`src/inc/isf_pkg.sv`:
```
// Summary of operation
// - received checksum mismatch sets bit 12 and answers that byte with not-acknowledge
// - checksum mismatch clears on software write of 0 or interface disable
// - no clock hold: byte arriving before buffer read is dropped, overrun bit 11 set
// - no clock hold: buffer not refilled when sending, old byte resent, overrun set
// - missing acknowledge sets bit 10; cleared by write 0 or disable
// - lost arbitration sets bit 9; cleared by write 0 or disable
// - misplaced start or stop sets bit 8; cleared by write 0 or disable
// - bit 7 high while buffer empty; cleared by buffer write, start/stop, disable
// - bit 6 high while buffer holds byte; cleared by buffer access or disable
// - target role: stop after acknowledge with acknowledging enabled sets bit 4
// - stop flag clears on status read then control write, or disable
// - controller sends ten-bit header: bit 3; status read then buffer write clears
// - clock hold on: bit 2 when sent without refill or received while unread
// - byte done clears on status read then buffer access, start/stop sending, disable
// - bit 1 set after address acknowledge (controller) or address match (target)
// - address done clears on status one read then status two read, write 0, or disable
// - bit 0 set on generated start; status read then buffer write clears
// - error interrupt while enabled and any error flag is set
// - event interrupt on event flags, buffer flags only with buffer enable
package isf_pkg;
  // ****************************************
  // register offsets
  // ****************************************
  localparam logic [7:0] OFS_CONTROL_ONE = 8'h00;
  localparam logic [7:0] OFS_CONTROL_TWO = 8'h04;
  localparam logic [7:0] OFS_BYTE_BUFFER = 8'h10;
  localparam logic [7:0] OFS_STATUS_ONE  = 8'h14;
  localparam logic [7:0] OFS_STATUS_TWO  = 8'h18;

  // ****************************************
  // status_one field positions
  // ****************************************
  localparam int B_CRC_MISMATCH = 12;
  localparam int B_OVERRUN      = 11;
  localparam int B_ACK_FAIL     = 10;
  localparam int B_LOST_ARB     = 9;
  localparam int B_BUS_FAULT    = 8;
  localparam int B_TX_EMPTY     = 7;
  localparam int B_RX_FULL      = 6;
  localparam int B_STOP_DET     = 4;
  localparam int B_TEN_HDR      = 3;
  localparam int B_BYTE_DONE    = 2;
  localparam int B_ADDR_DONE    = 1;
  localparam int B_START_SENT   = 0;

  // ****************************************
  // control and status two field positions
  // ****************************************
  localparam int B_UNIT_ON       = 0;
  localparam int B_NO_CLOCK_HOLD = 7;
  localparam int B_ACK_ENABLE    = 10;
  localparam int B_ERR_IRQ_EN    = 8;
  localparam int B_EVT_IRQ_EN    = 9;
  localparam int B_BUF_IRQ_EN    = 10;
  localparam int B_ROLE_CTRL     = 0;
  localparam int B_ROLE_TX       = 2;

  // ****************************************
  // reset values
  // ****************************************
  localparam logic [15:0] RST_REG  = 16'h0000;
  localparam logic [7:0]  RST_BYTE = 8'h00;
endpackage : isf_pkg

```
`src/hdl/isf_flag.sv`:
```
`timescale 1ns/100ps
// sticky flag: set wins over clear so no event is lost
module isf_flag (
  // clock and reset
  input  wire logic clk,
  input  wire logic sys_rst,
  // control
  input  wire logic set,
  input  wire logic clr,
  // state
  output logic      q
);
  always_ff @(posedge clk or posedge sys_rst) begin
    if (sys_rst) begin
      q <= 1'b0;
    end else if (set) begin
      q <= 1'b1;
    end else if (clr) begin
      q <= 1'b0;
    end
  end
endmodule : isf_flag

```
`src/hdl/isf_seq.sv`:
```
`timescale 1ns/100ps
// two-step clear: armed by a status read, fired by the following access
module isf_seq (
  // clock and reset
  input  wire logic clk,
  input  wire logic sys_rst,
  // steps
  input  wire logic arm,
  input  wire logic trig,
  input  wire logic cancel,
  // result
  output logic      fire
);
  logic armed_q;

  assign fire = armed_q & trig;

  always_ff @(posedge clk or posedge sys_rst) begin
    if (sys_rst) begin
      armed_q <= 1'b0;
    end else if (cancel) begin
      armed_q <= 1'b0;
    end else if (arm) begin
      armed_q <= 1'b1;
    end else if (trig) begin
      armed_q <= 1'b0;
    end
  end
endmodule : isf_seq

```
`src/hdl/isf_top.sv`:
```
`timescale 1ns/100ps
module isf_top (
  // clock and reset
  input  wire logic       clk,
  input  wire logic       sys_rst,
  // register port
  input  wire logic [7:0] reg_addr,
  input  wire logic [15:0] reg_wdata,
  input  wire logic       reg_wr,
  input  wire logic       reg_rd,
  output logic      [15:0] reg_rdata,
  // events from the bit engine
  input  wire logic       ev_start_gen,
  input  wire logic       ev_start_cond,
  input  wire logic       ev_stop_cond,
  input  wire logic       ev_addr_acked,
  input  wire logic       ev_addr_match,
  input  wire logic       ev_hdr10_sent,
  input  wire logic       ev_byte_sent,
  input  wire logic       ev_byte_rcvd,
  input  wire logic [7:0] rx_byte,
  input  wire logic       ev_crc_bad,
  input  wire logic       ev_ack_missing,
  input  wire logic       ev_arb_lost,
  input  wire logic       ev_misplaced,
  input  wire logic       last_acked,
  input  wire logic       role_controller,
  input  wire logic       role_tx,
  // to the bit engine
  output logic      [7:0] tx_byte,
  output logic            crc_nack,
  output logic            drop_byte,
  output logic            resend_byte,
  output logic            unit_on,
  output logic            no_clock_hold,
  output logic            ack_enable,
  // interrupts
  output logic            err_irq,
  output logic            evt_irq
);
  // ****************************************
  // register decode
  // ****************************************
  logic        wr_ctl1, wr_ctl2, wr_buf, wr_st1;
  logic        rd_buf, rd_st1, rd_st2;
  logic [15:0] ctl1_q, ctl2_q;
  logic [7:0]  buf_q;
  logic [15:0] st1, st2;
  logic        on;

  assign wr_ctl1 = reg_wr & (reg_addr == isf_pkg::OFS_CONTROL_ONE);
  assign wr_ctl2 = reg_wr & (reg_addr == isf_pkg::OFS_CONTROL_TWO);
  assign wr_buf  = reg_wr & (reg_addr == isf_pkg::OFS_BYTE_BUFFER);
  assign wr_st1  = reg_wr & (reg_addr == isf_pkg::OFS_STATUS_ONE);
  assign rd_buf  = reg_rd & (reg_addr == isf_pkg::OFS_BYTE_BUFFER);
  assign rd_st1  = reg_rd & (reg_addr == isf_pkg::OFS_STATUS_ONE);
  assign rd_st2  = reg_rd & (reg_addr == isf_pkg::OFS_STATUS_TWO);
  assign on      = ctl1_q[isf_pkg::B_UNIT_ON];

  always_ff @(posedge clk or posedge sys_rst) begin
    if (sys_rst) begin
      ctl1_q <= isf_pkg::RST_REG;
    end else if (wr_ctl1) begin
      ctl1_q <= reg_wdata;
    end
  end

  always_ff @(posedge clk or posedge sys_rst) begin
    if (sys_rst) begin
      ctl2_q <= isf_pkg::RST_REG;
    end else if (wr_ctl2) begin
      ctl2_q <= reg_wdata;
    end
  end

  // ****************************************
  // flag set and clear terms
  // ****************************************
  logic f_crc, f_ovr, f_af, f_arb, f_bus, f_txe, f_rxf;
  logic f_stop, f_ten, f_btf, f_addr, f_sb;
  logic hold_off, rx_over, tx_under, rx_take, tx_take, cond;
  logic fire_stop, fire_ten, fire_btf, fire_addr, fire_sb;
  logic [11:0] set_v, clr_v, q_v;

  assign hold_off = ctl1_q[isf_pkg::B_NO_CLOCK_HOLD];
  assign cond     = ev_start_cond | ev_stop_cond;
  assign tx_take  = on & ev_byte_sent & role_tx;
  assign rx_over  = on & ev_byte_rcvd & f_rxf & hold_off;
  assign tx_under = tx_take & f_txe & hold_off;
  // while holding the clock the engine waits, so an unread byte is never replaced
  assign rx_take  = on & ev_byte_rcvd & ~f_rxf;

  // software clears of RW0 bits: a 0 clears, a 1 leaves the bit alone
  // a vector, not a function: a continuous assign would not see the strobe
  logic [15:0] wr_zero;
  assign wr_zero = {16{wr_st1}} & ~reg_wdata;

  assign set_v[0]  = on & ev_crc_bad;
  assign clr_v[0]  = ~on | wr_zero[isf_pkg::B_CRC_MISMATCH];
  assign set_v[1]  = rx_over | tx_under;
  assign clr_v[1]  = ~on | wr_zero[isf_pkg::B_OVERRUN];
  assign set_v[2]  = on & ev_ack_missing;
  assign clr_v[2]  = ~on | wr_zero[isf_pkg::B_ACK_FAIL];
  assign set_v[3]  = on & ev_arb_lost;
  assign clr_v[3]  = ~on | wr_zero[isf_pkg::B_LOST_ARB];
  assign set_v[4]  = on & ev_misplaced;
  assign clr_v[4]  = ~on | wr_zero[isf_pkg::B_BUS_FAULT];
  assign set_v[5]  = tx_take & ~wr_buf;
  assign clr_v[5]  = ~on | wr_buf | cond;
  assign set_v[6]  = rx_take;
  assign clr_v[6]  = ~on | rd_buf | wr_buf;
  assign set_v[7]  = on & ev_stop_cond & ~role_controller & last_acked
                     & ctl1_q[isf_pkg::B_ACK_ENABLE];
  assign clr_v[7]  = ~on | fire_stop;
  assign set_v[8]  = on & role_controller & ev_hdr10_sent;
  assign clr_v[8]  = ~on | fire_ten;
  assign set_v[9]  = on & ~hold_off & ((tx_take & f_txe & ~wr_buf)
                     | (ev_byte_rcvd & f_rxf));
  assign clr_v[9]  = ~on | fire_btf | (cond & role_tx);
  assign set_v[10] = on & (role_controller ? ev_addr_acked : ev_addr_match);
  assign clr_v[10] = ~on | fire_addr | wr_zero[isf_pkg::B_ADDR_DONE];
  assign set_v[11] = on & ev_start_gen;
  assign clr_v[11] = ~on | fire_sb;

  // ****************************************
  // sticky flags
  // ****************************************
  genvar gi;
  generate
    for (gi = 0; gi < 12; gi++) begin : g_flag
      isf_flag u_flag (
        .clk     (clk),
        .sys_rst (sys_rst),
        .set     (set_v[gi]),
        .clr     (clr_v[gi]),
        .q       (q_v[gi])
      );
    end
  endgenerate

  assign f_crc  = q_v[0];
  assign f_ovr  = q_v[1];
  assign f_af   = q_v[2];
  assign f_arb  = q_v[3];
  assign f_bus  = q_v[4];
  assign f_txe  = q_v[5];
  assign f_rxf  = q_v[6];
  assign f_stop = q_v[7];
  assign f_ten  = q_v[8];
  assign f_btf  = q_v[9];
  assign f_addr = q_v[10];
  assign f_sb   = q_v[11];

  // ****************************************
  // two-step clear sequences
  // ****************************************
  isf_seq u_seq_stop (
    .clk (clk), .sys_rst (sys_rst), .arm (rd_st1), .trig (wr_ctl1),
    .cancel (~on), .fire (fire_stop)
  );
  isf_seq u_seq_ten (
    .clk (clk), .sys_rst (sys_rst), .arm (rd_st1), .trig (wr_buf),
    .cancel (~on), .fire (fire_ten)
  );
  isf_seq u_seq_btf (
    .clk (clk), .sys_rst (sys_rst), .arm (rd_st1), .trig (wr_buf | rd_buf),
    .cancel (~on), .fire (fire_btf)
  );
  isf_seq u_seq_addr (
    .clk (clk), .sys_rst (sys_rst), .arm (rd_st1), .trig (rd_st2),
    .cancel (~on), .fire (fire_addr)
  );
  isf_seq u_seq_sb (
    .clk (clk), .sys_rst (sys_rst), .arm (rd_st1), .trig (wr_buf),
    .cancel (~on), .fire (fire_sb)
  );

  // ****************************************
  // byte buffer
  // ****************************************
  always_ff @(posedge clk or posedge sys_rst) begin
    if (sys_rst) begin
      buf_q <= isf_pkg::RST_BYTE;
    end else if (wr_buf) begin
      buf_q <= reg_wdata[7:0];
    end else if (rx_take) begin
      buf_q <= rx_byte;
    end
  end

  always_ff @(posedge clk or posedge sys_rst) begin
    if (sys_rst) begin
      crc_nack    <= 1'b0;
      drop_byte   <= 1'b0;
      resend_byte <= 1'b0;
    end else begin
      crc_nack    <= set_v[0];
      drop_byte   <= rx_over;
      resend_byte <= tx_under;
    end
  end

  always_ff @(posedge clk or posedge sys_rst) begin
    if (sys_rst) begin
      tx_byte       <= isf_pkg::RST_BYTE;
      unit_on       <= 1'b0;
      no_clock_hold <= 1'b0;
      ack_enable    <= 1'b0;
    end else begin
      tx_byte       <= wr_buf ? reg_wdata[7:0] : buf_q;
      unit_on       <= wr_ctl1 ? reg_wdata[isf_pkg::B_UNIT_ON] : on;
      no_clock_hold <= wr_ctl1 ? reg_wdata[isf_pkg::B_NO_CLOCK_HOLD] : hold_off;
      ack_enable    <= wr_ctl1 ? reg_wdata[isf_pkg::B_ACK_ENABLE]
                               : ctl1_q[isf_pkg::B_ACK_ENABLE];
    end
  end

  // ****************************************
  // interrupts
  // ****************************************
  logic err_any, evt_any;
  assign err_any = f_bus | f_arb | f_af | f_ovr | f_crc;
  assign evt_any = f_sb | f_addr | f_ten | f_stop | f_btf
                   | (ctl2_q[isf_pkg::B_BUF_IRQ_EN] & (f_txe | f_rxf));

  always_ff @(posedge clk or posedge sys_rst) begin
    if (sys_rst) begin
      err_irq <= 1'b0;
      evt_irq <= 1'b0;
    end else begin
      err_irq <= ctl2_q[isf_pkg::B_ERR_IRQ_EN] & err_any;
      evt_irq <= ctl2_q[isf_pkg::B_EVT_IRQ_EN] & evt_any;
    end
  end

  // ****************************************
  // read data
  // ****************************************
  always_comb begin
    st1 = 16'h0000;
    st1[isf_pkg::B_CRC_MISMATCH] = f_crc;
    st1[isf_pkg::B_OVERRUN]      = f_ovr;
    st1[isf_pkg::B_ACK_FAIL]     = f_af;
    st1[isf_pkg::B_LOST_ARB]     = f_arb;
    st1[isf_pkg::B_BUS_FAULT]    = f_bus;
    st1[isf_pkg::B_TX_EMPTY]     = f_txe;
    st1[isf_pkg::B_RX_FULL]      = f_rxf;
    st1[isf_pkg::B_STOP_DET]     = f_stop;
    st1[isf_pkg::B_TEN_HDR]      = f_ten;
    st1[isf_pkg::B_BYTE_DONE]    = f_btf;
    st1[isf_pkg::B_ADDR_DONE]    = f_addr;
    st1[isf_pkg::B_START_SENT]   = f_sb;
    st2 = 16'h0000;
    st2[isf_pkg::B_ROLE_CTRL]    = role_controller & on;
    st2[isf_pkg::B_ROLE_TX]      = role_tx & on;
  end

  always_ff @(posedge clk or posedge sys_rst) begin
    if (sys_rst) begin
      reg_rdata <= isf_pkg::RST_REG;
    end else if (reg_rd) begin
      case (reg_addr)
        isf_pkg::OFS_CONTROL_ONE: reg_rdata <= ctl1_q;
        isf_pkg::OFS_CONTROL_TWO: reg_rdata <= ctl2_q;
        isf_pkg::OFS_BYTE_BUFFER: reg_rdata <= {8'h00, buf_q};
        isf_pkg::OFS_STATUS_ONE:  reg_rdata <= st1;
        isf_pkg::OFS_STATUS_TWO:  reg_rdata <= st2;
        default:                  reg_rdata <= 16'h0000;
      endcase
    end else begin
      reg_rdata <= 16'h0000;
    end
  end

  // ****************************************
  // checks
  // ****************************************
  a_crc_nack_set:
  assert property (@(posedge clk) disable iff (sys_rst)
    on && ev_crc_bad |=> crc_nack && f_crc)
    else $error("checksum mismatch not flagged or not refused");

  a_crc_clear_zero:
  assert property (@(posedge clk) disable iff (sys_rst)
    on && !ev_crc_bad && wr_st1 && !reg_wdata[12] |=> !f_crc)
    else $error("checksum flag survived write of zero");

  a_overrun_drop:
  assert property (@(posedge clk) disable iff (sys_rst)
    on && hold_off && f_rxf && ev_byte_rcvd && !wr_buf |=> f_ovr && drop_byte && $stable(buf_q))
    else $error("overrun byte not dropped");

  a_underrun_resend:
  assert property (@(posedge clk) disable iff (sys_rst)
    on && hold_off && f_txe && ev_byte_sent && role_tx |=> f_ovr && resend_byte)
    else $error("underrun not flagged");

  a_write_one_keeps:
  assert property (@(posedge clk) disable iff (sys_rst)
    on && f_af && wr_st1 && reg_wdata[10] |=> f_af)
    else $error("write of one cleared ack failure");

  a_disable_clears:
  assert property (@(posedge clk) disable iff (sys_rst)
    !on ##1 !on |-> st1 == 16'h0000)
    else $error("flags remain while disabled");

  a_stop_two_step:
  assert property (@(posedge clk) disable iff (sys_rst)
    on && f_stop && rd_st1 ##1 wr_ctl1 && !set_v[7] && !reg_rd |=> !f_stop)
    else $error("stop flag not cleared by read then control write");

  a_start_two_step:
  assert property (@(posedge clk) disable iff (sys_rst)
    on && rd_st1 ##1 wr_buf && !ev_start_gen |=> !f_sb)
    else $error("start flag not cleared by read then buffer write");

  a_err_irq_follows:
  assert property (@(posedge clk) disable iff (sys_rst)
    ##1 err_irq == $past(ctl2_q[8] && (f_bus || f_arb || f_af || f_ovr || f_crc)))
    else $error("error interrupt does not follow flags");

  a_rx_full_set:
  assert property (@(posedge clk) disable iff (sys_rst)
    on && ev_byte_rcvd && !f_rxf && !wr_buf |=> f_rxf && buf_q == $past(rx_byte))
    else $error("received byte not stored");

  a_byte_done_rx:
  assert property (@(posedge clk) disable iff (sys_rst)
    on && !hold_off && ev_byte_rcvd && f_rxf |=> f_btf)
    else $error("byte done not set on unread receive");

  a_tx_empty_clear:
  assert property (@(posedge clk) disable iff (sys_rst)
    on && wr_buf |=> !f_txe)
    else $error("buffer write left tx empty set");

  a_addr_two_step:
  assert property (@(posedge clk) disable iff (sys_rst)
    on && rd_st1 ##1 rd_st2 && !set_v[10] |=> !f_addr)
    else $error("address flag not cleared by two status reads");

  a_ten_hdr_set:
  assert property (@(posedge clk) disable iff (sys_rst)
    on && role_controller && ev_hdr10_sent |=> f_ten)
    else $error("ten-bit header flag not set");
endmodule : isf_top

```
`config.mk`:
```
export PLATFORM = sky130hd
export DESIGN_NAME = isf_top
export DESIGN_NICKNAME = d
export VERILOG_FILES = /design/src/inc/isf_pkg.sv /design/src/hdl/isf_flag.sv /design/src/hdl/isf_seq.sv /design/src/hdl/isf_top.sv
export SDC_FILE = /design/constraint.sdc
export NUM_CORES = 1
export LEC_CHECK = 0
export BUFFER_PORTS_ARGS = -buffer_cell sky130_fd_sc_hd__buf_4
export CAP_MARGIN = 20
export CORE_MARGIN = 4
export CORE_UTILIZATION = 35
export DETAILED_ROUTE_END_ITERATION = 7
export PLACE_DENSITY = 0.62
export SLEW_MARGIN = 20
export SYNTH_ARGS = -nofsm -noshare
export SYNTH_HDL_FRONTEND = slang
export SYNTH_HIERARCHICAL = 1
export SYNTH_SLANG_ARGS = --single-unit
```
`constraint.sdc`:
```
create_clock -name clk -period 6.2 [get_ports clk]
set_input_delay 1.24 -clock clk [delete_from_list [all_inputs] [get_ports clk]]
set_output_delay 1.24 -clock clk [all_outputs]
set_load 0.1 [all_outputs]
```
==> impl_metrics.json <==
{
  "status": "complete, no violations",
  "die_w_um": 118,
  "hold_buffers": 0,
  "drt_first_iter_violations": 164,
  "ys_seq_elements": 89,
  "hold_path_class": "flip-flop to flip-flop",
  "r2r-start": "ctl1_q[0]",
  "wl_met2_um": 5130,
  "cp.arrival_ns": 2.99,
  "yosys_warnings": 6,
  "setup.worst_path.end": "reg_rdata[13]",
  "path_max_fanout": 25,
  "htree_levels": 3,
  "post-route-period-util_pct": 44.0,
  "cts.reportedPaths.clkPinSlew_ns": 0.06,
  "rsz0062_at_grt": "false",
  "clkSinkCount": 89,
  "wire_per_inst_um": 17.6,
  "track_usage_pct": 15.5,
  "nets": 489,
  "fp-row-count": 40,
  "place.gp.congestion": 0.857,
  "r2r_setup_slack_ns": 4.12,
  "hold_viol_final": 0,
  "p_int_mw": 1.03,
  "port_buffers": 82,
  "grt_overflow": 0,
  "r2r.worst_path.cells": 3,
  "drive_gt1_share_pct": 38.2,
  "syn_to_final_growth_pct": 22.5,
  "viasPerCell": 4.97,
  "synth_cells": 360,
  "power_switching_uw": 446,
  "p_clk_share_pct": 35.6,
  "max-slew-margin-rel_pct": 37.7,
  "cts_buffers": 9,
  "syn_nets": 411,
  "drtAntennaViolNets": 0,
  "dieArea_um2": 14000,
  "slew_violations": 0,
  "dp_hpwl_um": 7470,
  "vias": 2927,
  "critical_path_class": "input port to flip-flop",
  "worstMarginPinSlew_ns": 0.933,
  "crit_start": "reg_addr[4]",
  "drv_cap": 0,
  "syn_area_per_cell_um2": 11.8,
  "start_util_pct": 35.6,
  "layout_common_cells": "dfrtp_1, buf_4, inv_1, nor2_1, mux2_2",
  "p_leak_nw": 2.86,
  "setup_tns_ns": 0,
  "core_area_um2": 12000,
  "startpoint_type": "input port",
  "wl_met3_um": 644,
  "clock_path_buffers": 2,
  "fp.dieH_um": 118,
  "m1WireLength_um": 4440,
  "fin_worst_hold_slack_ns": 0.502,
  "cts_resized": 0,
  "grt_antenna_before_repair": 0,
  "ioPinCount": 83,
  "p_comb_share_pct": 19.8,
  "diodes": 0,
  "synth_area_um2": 4250,
  "p_sw_share_pct": 30.2,
  "grt_max_degree": 73,
  "worst_ep_required_time_ns": 6.47,
  "final_util_pct": 43.6,
  "postCtsSetupBuffers": 0,
  "drc": 0,
  "firstDrtPassIters": 4,
  "fmax_mhz": 367,
  "routed_wl_um": 10400,
  "min_period_ns": 2.73,
  "grt_pass1_wl_um": 17000,
  "yosysSeqAreaShare_pct": 52.4,
  "synth_cell_type_count": 49,
  "cts-root-buf": "clkbuf_16",
  "setup_slack_ns": 3.47,
  "worstSkewPairLatency_ns": 0.34,
  "grt_pass1_vias": 3185,
  "cellPowerDensity_nw_per_um2": 283,
  "mostFrequentLayoutCell": "dfrtp_1",
  "endpoint_kind": "flip-flop",
  "fin_skew_ns": 0.00449,
  "fillerInstances": 1092,
  "seqPwrFrac_pct": 44.6,
  "finalSetupViolCount": 0,
  "post-place-ws_ns": 3.12,
  "top_layer": "met4",
  "r2r_end": "buf_q[0]",
  "peakVddDrop_mv": 0.225,
  "cts_tree": "done"
}
metrics by stage:
step / area (um2) / cells / total power, mW
3_3_place_gp: 4930 / 574 / 0.958
6_report: 5210 / 589 / 1.47
2_1_floorplan: 4250 / 360 / 0.872
3_5_place_dp: 4930 / 574 / 0.963
4_1_cts: 5210 / 589 / 1.49
5_1_grt: 5210 / 589 / 1.54
cells in the mapped netlist, drive strengths merged:
cell type | n | area [um2]
mux2i | 18 | 180
inv | 40 | 150
nand2b | 8 | 50.1
or2 | 2 | 12.5
a31oi | 2 | 12.5
o21ai | 12 | 60.1
and2 | 10 | 68.8
o2111ai | 1 | 8.76
or4 | 2 | 15.0
nor3b | 1 | 7.51
and3 | 4 | 30.0
nand3b | 2 | 15.0
nor3 | 4 | 31.3
and4 | 1 | 10.0
a21o | 12 | 90.1
nand4b | 1 | 8.76
nor4b | 1 | 8.76
a22oi | 4 | 30.0
nand4 | 3 | 25.0
nand2 | 12 | 60.1
o21a | 2 | 15.0
a21oi | 19 | 114
or3 | 5 | 36.3
mux4 | 3 | 67.6
mux2 | 47 | 604
dfrtp | 89 | 2230
clkbuf | 5 | 28.8
a211oi | 1 | 7.51
nor2 | 29 | 116
buf | 11 | 100
nor4 | 2 | 12.5
and2b | 3 | 25.0
nand3 | 4 | 25.0
layout make-up:
class | count | area, um2 | share of cell area, %
multi-input combinational | 215 | 1750 | 33.5
clock buffer | 11 | 233 | 4.47
tap | 147 | 184 | 3.53
inverter | 40 | 150 | 2.88
timing repair buffer | 83 | 623 | 12.0
sequential | 89 | 2230 | 42.7
clock inverter | 4 | 45.0 | 0.865
kinds of logic (layout without fill, tap and decap cells):
logic type      after synthesis  count (layout)  share of synthesized area, %
simple gates                 94              94                          13.1
flops                        89              89                          52.4
mux                          68              68                          20.0
buf+inv                      56             138                          6.56
compound gates               53              53                          7.94
layer usage:
| metal | track usage [%] | vias to the layer above |
|---|---|---|
| met5 | 0 | - |
| met4 | 4.76 | 0 |
| met1 | 19.4 | 1453 |
| met2 | 25.7 | 93 |
| li1 | - | 1369 |
| met3 | 5.07 | 12 |
flip-flops by register name (all words and copies together), names as in the netlist, 8 cells and up:
signal,count
buf_q,8
ctl1_q,16
ctl2_q,16
g_flag.u_flag/q,12
tx_byte,8
reg_rdata,16
power groups by stage:
stage               Combinational (mW)  Clock (mW)  Sequential (mW)
floorplan                       0.0890           0            0.783
global placement                 0.291           0            0.667
detailed placement               0.296           0            0.667
CTS                              0.296       0.538            0.658
global route                     0.309       0.566            0.663
finish                           0.292       0.525            0.657
critical path, cell delays in order:
cell       delay, ns
buf_4           0.29
and2b_1         0.33
o2111ai_1       0.47
or3_4           0.52
nor2_1          0.13
worst min-delay path by stage:
stage	from	to	slack (ns)	cells after the start
after detailed placement	ctl2_q[1]	ctl2_q[1]	0.49	1
after global placement	ctl2_q[1]	ctl2_q[1]	0.49	1
final	ctl2_q[1]	ctl2_q[1]	0.50	1
after global routing	ctl1_q[9]	ctl1_q[9]	0.52	1
after floorplan	g_flag[3].u_flag/q	g_flag[3].u_flag/q	0.46	1
after CTS	ctl2_q[1]	ctl2_q[1]	0.51	1
(Power assumes the default switching activity.)
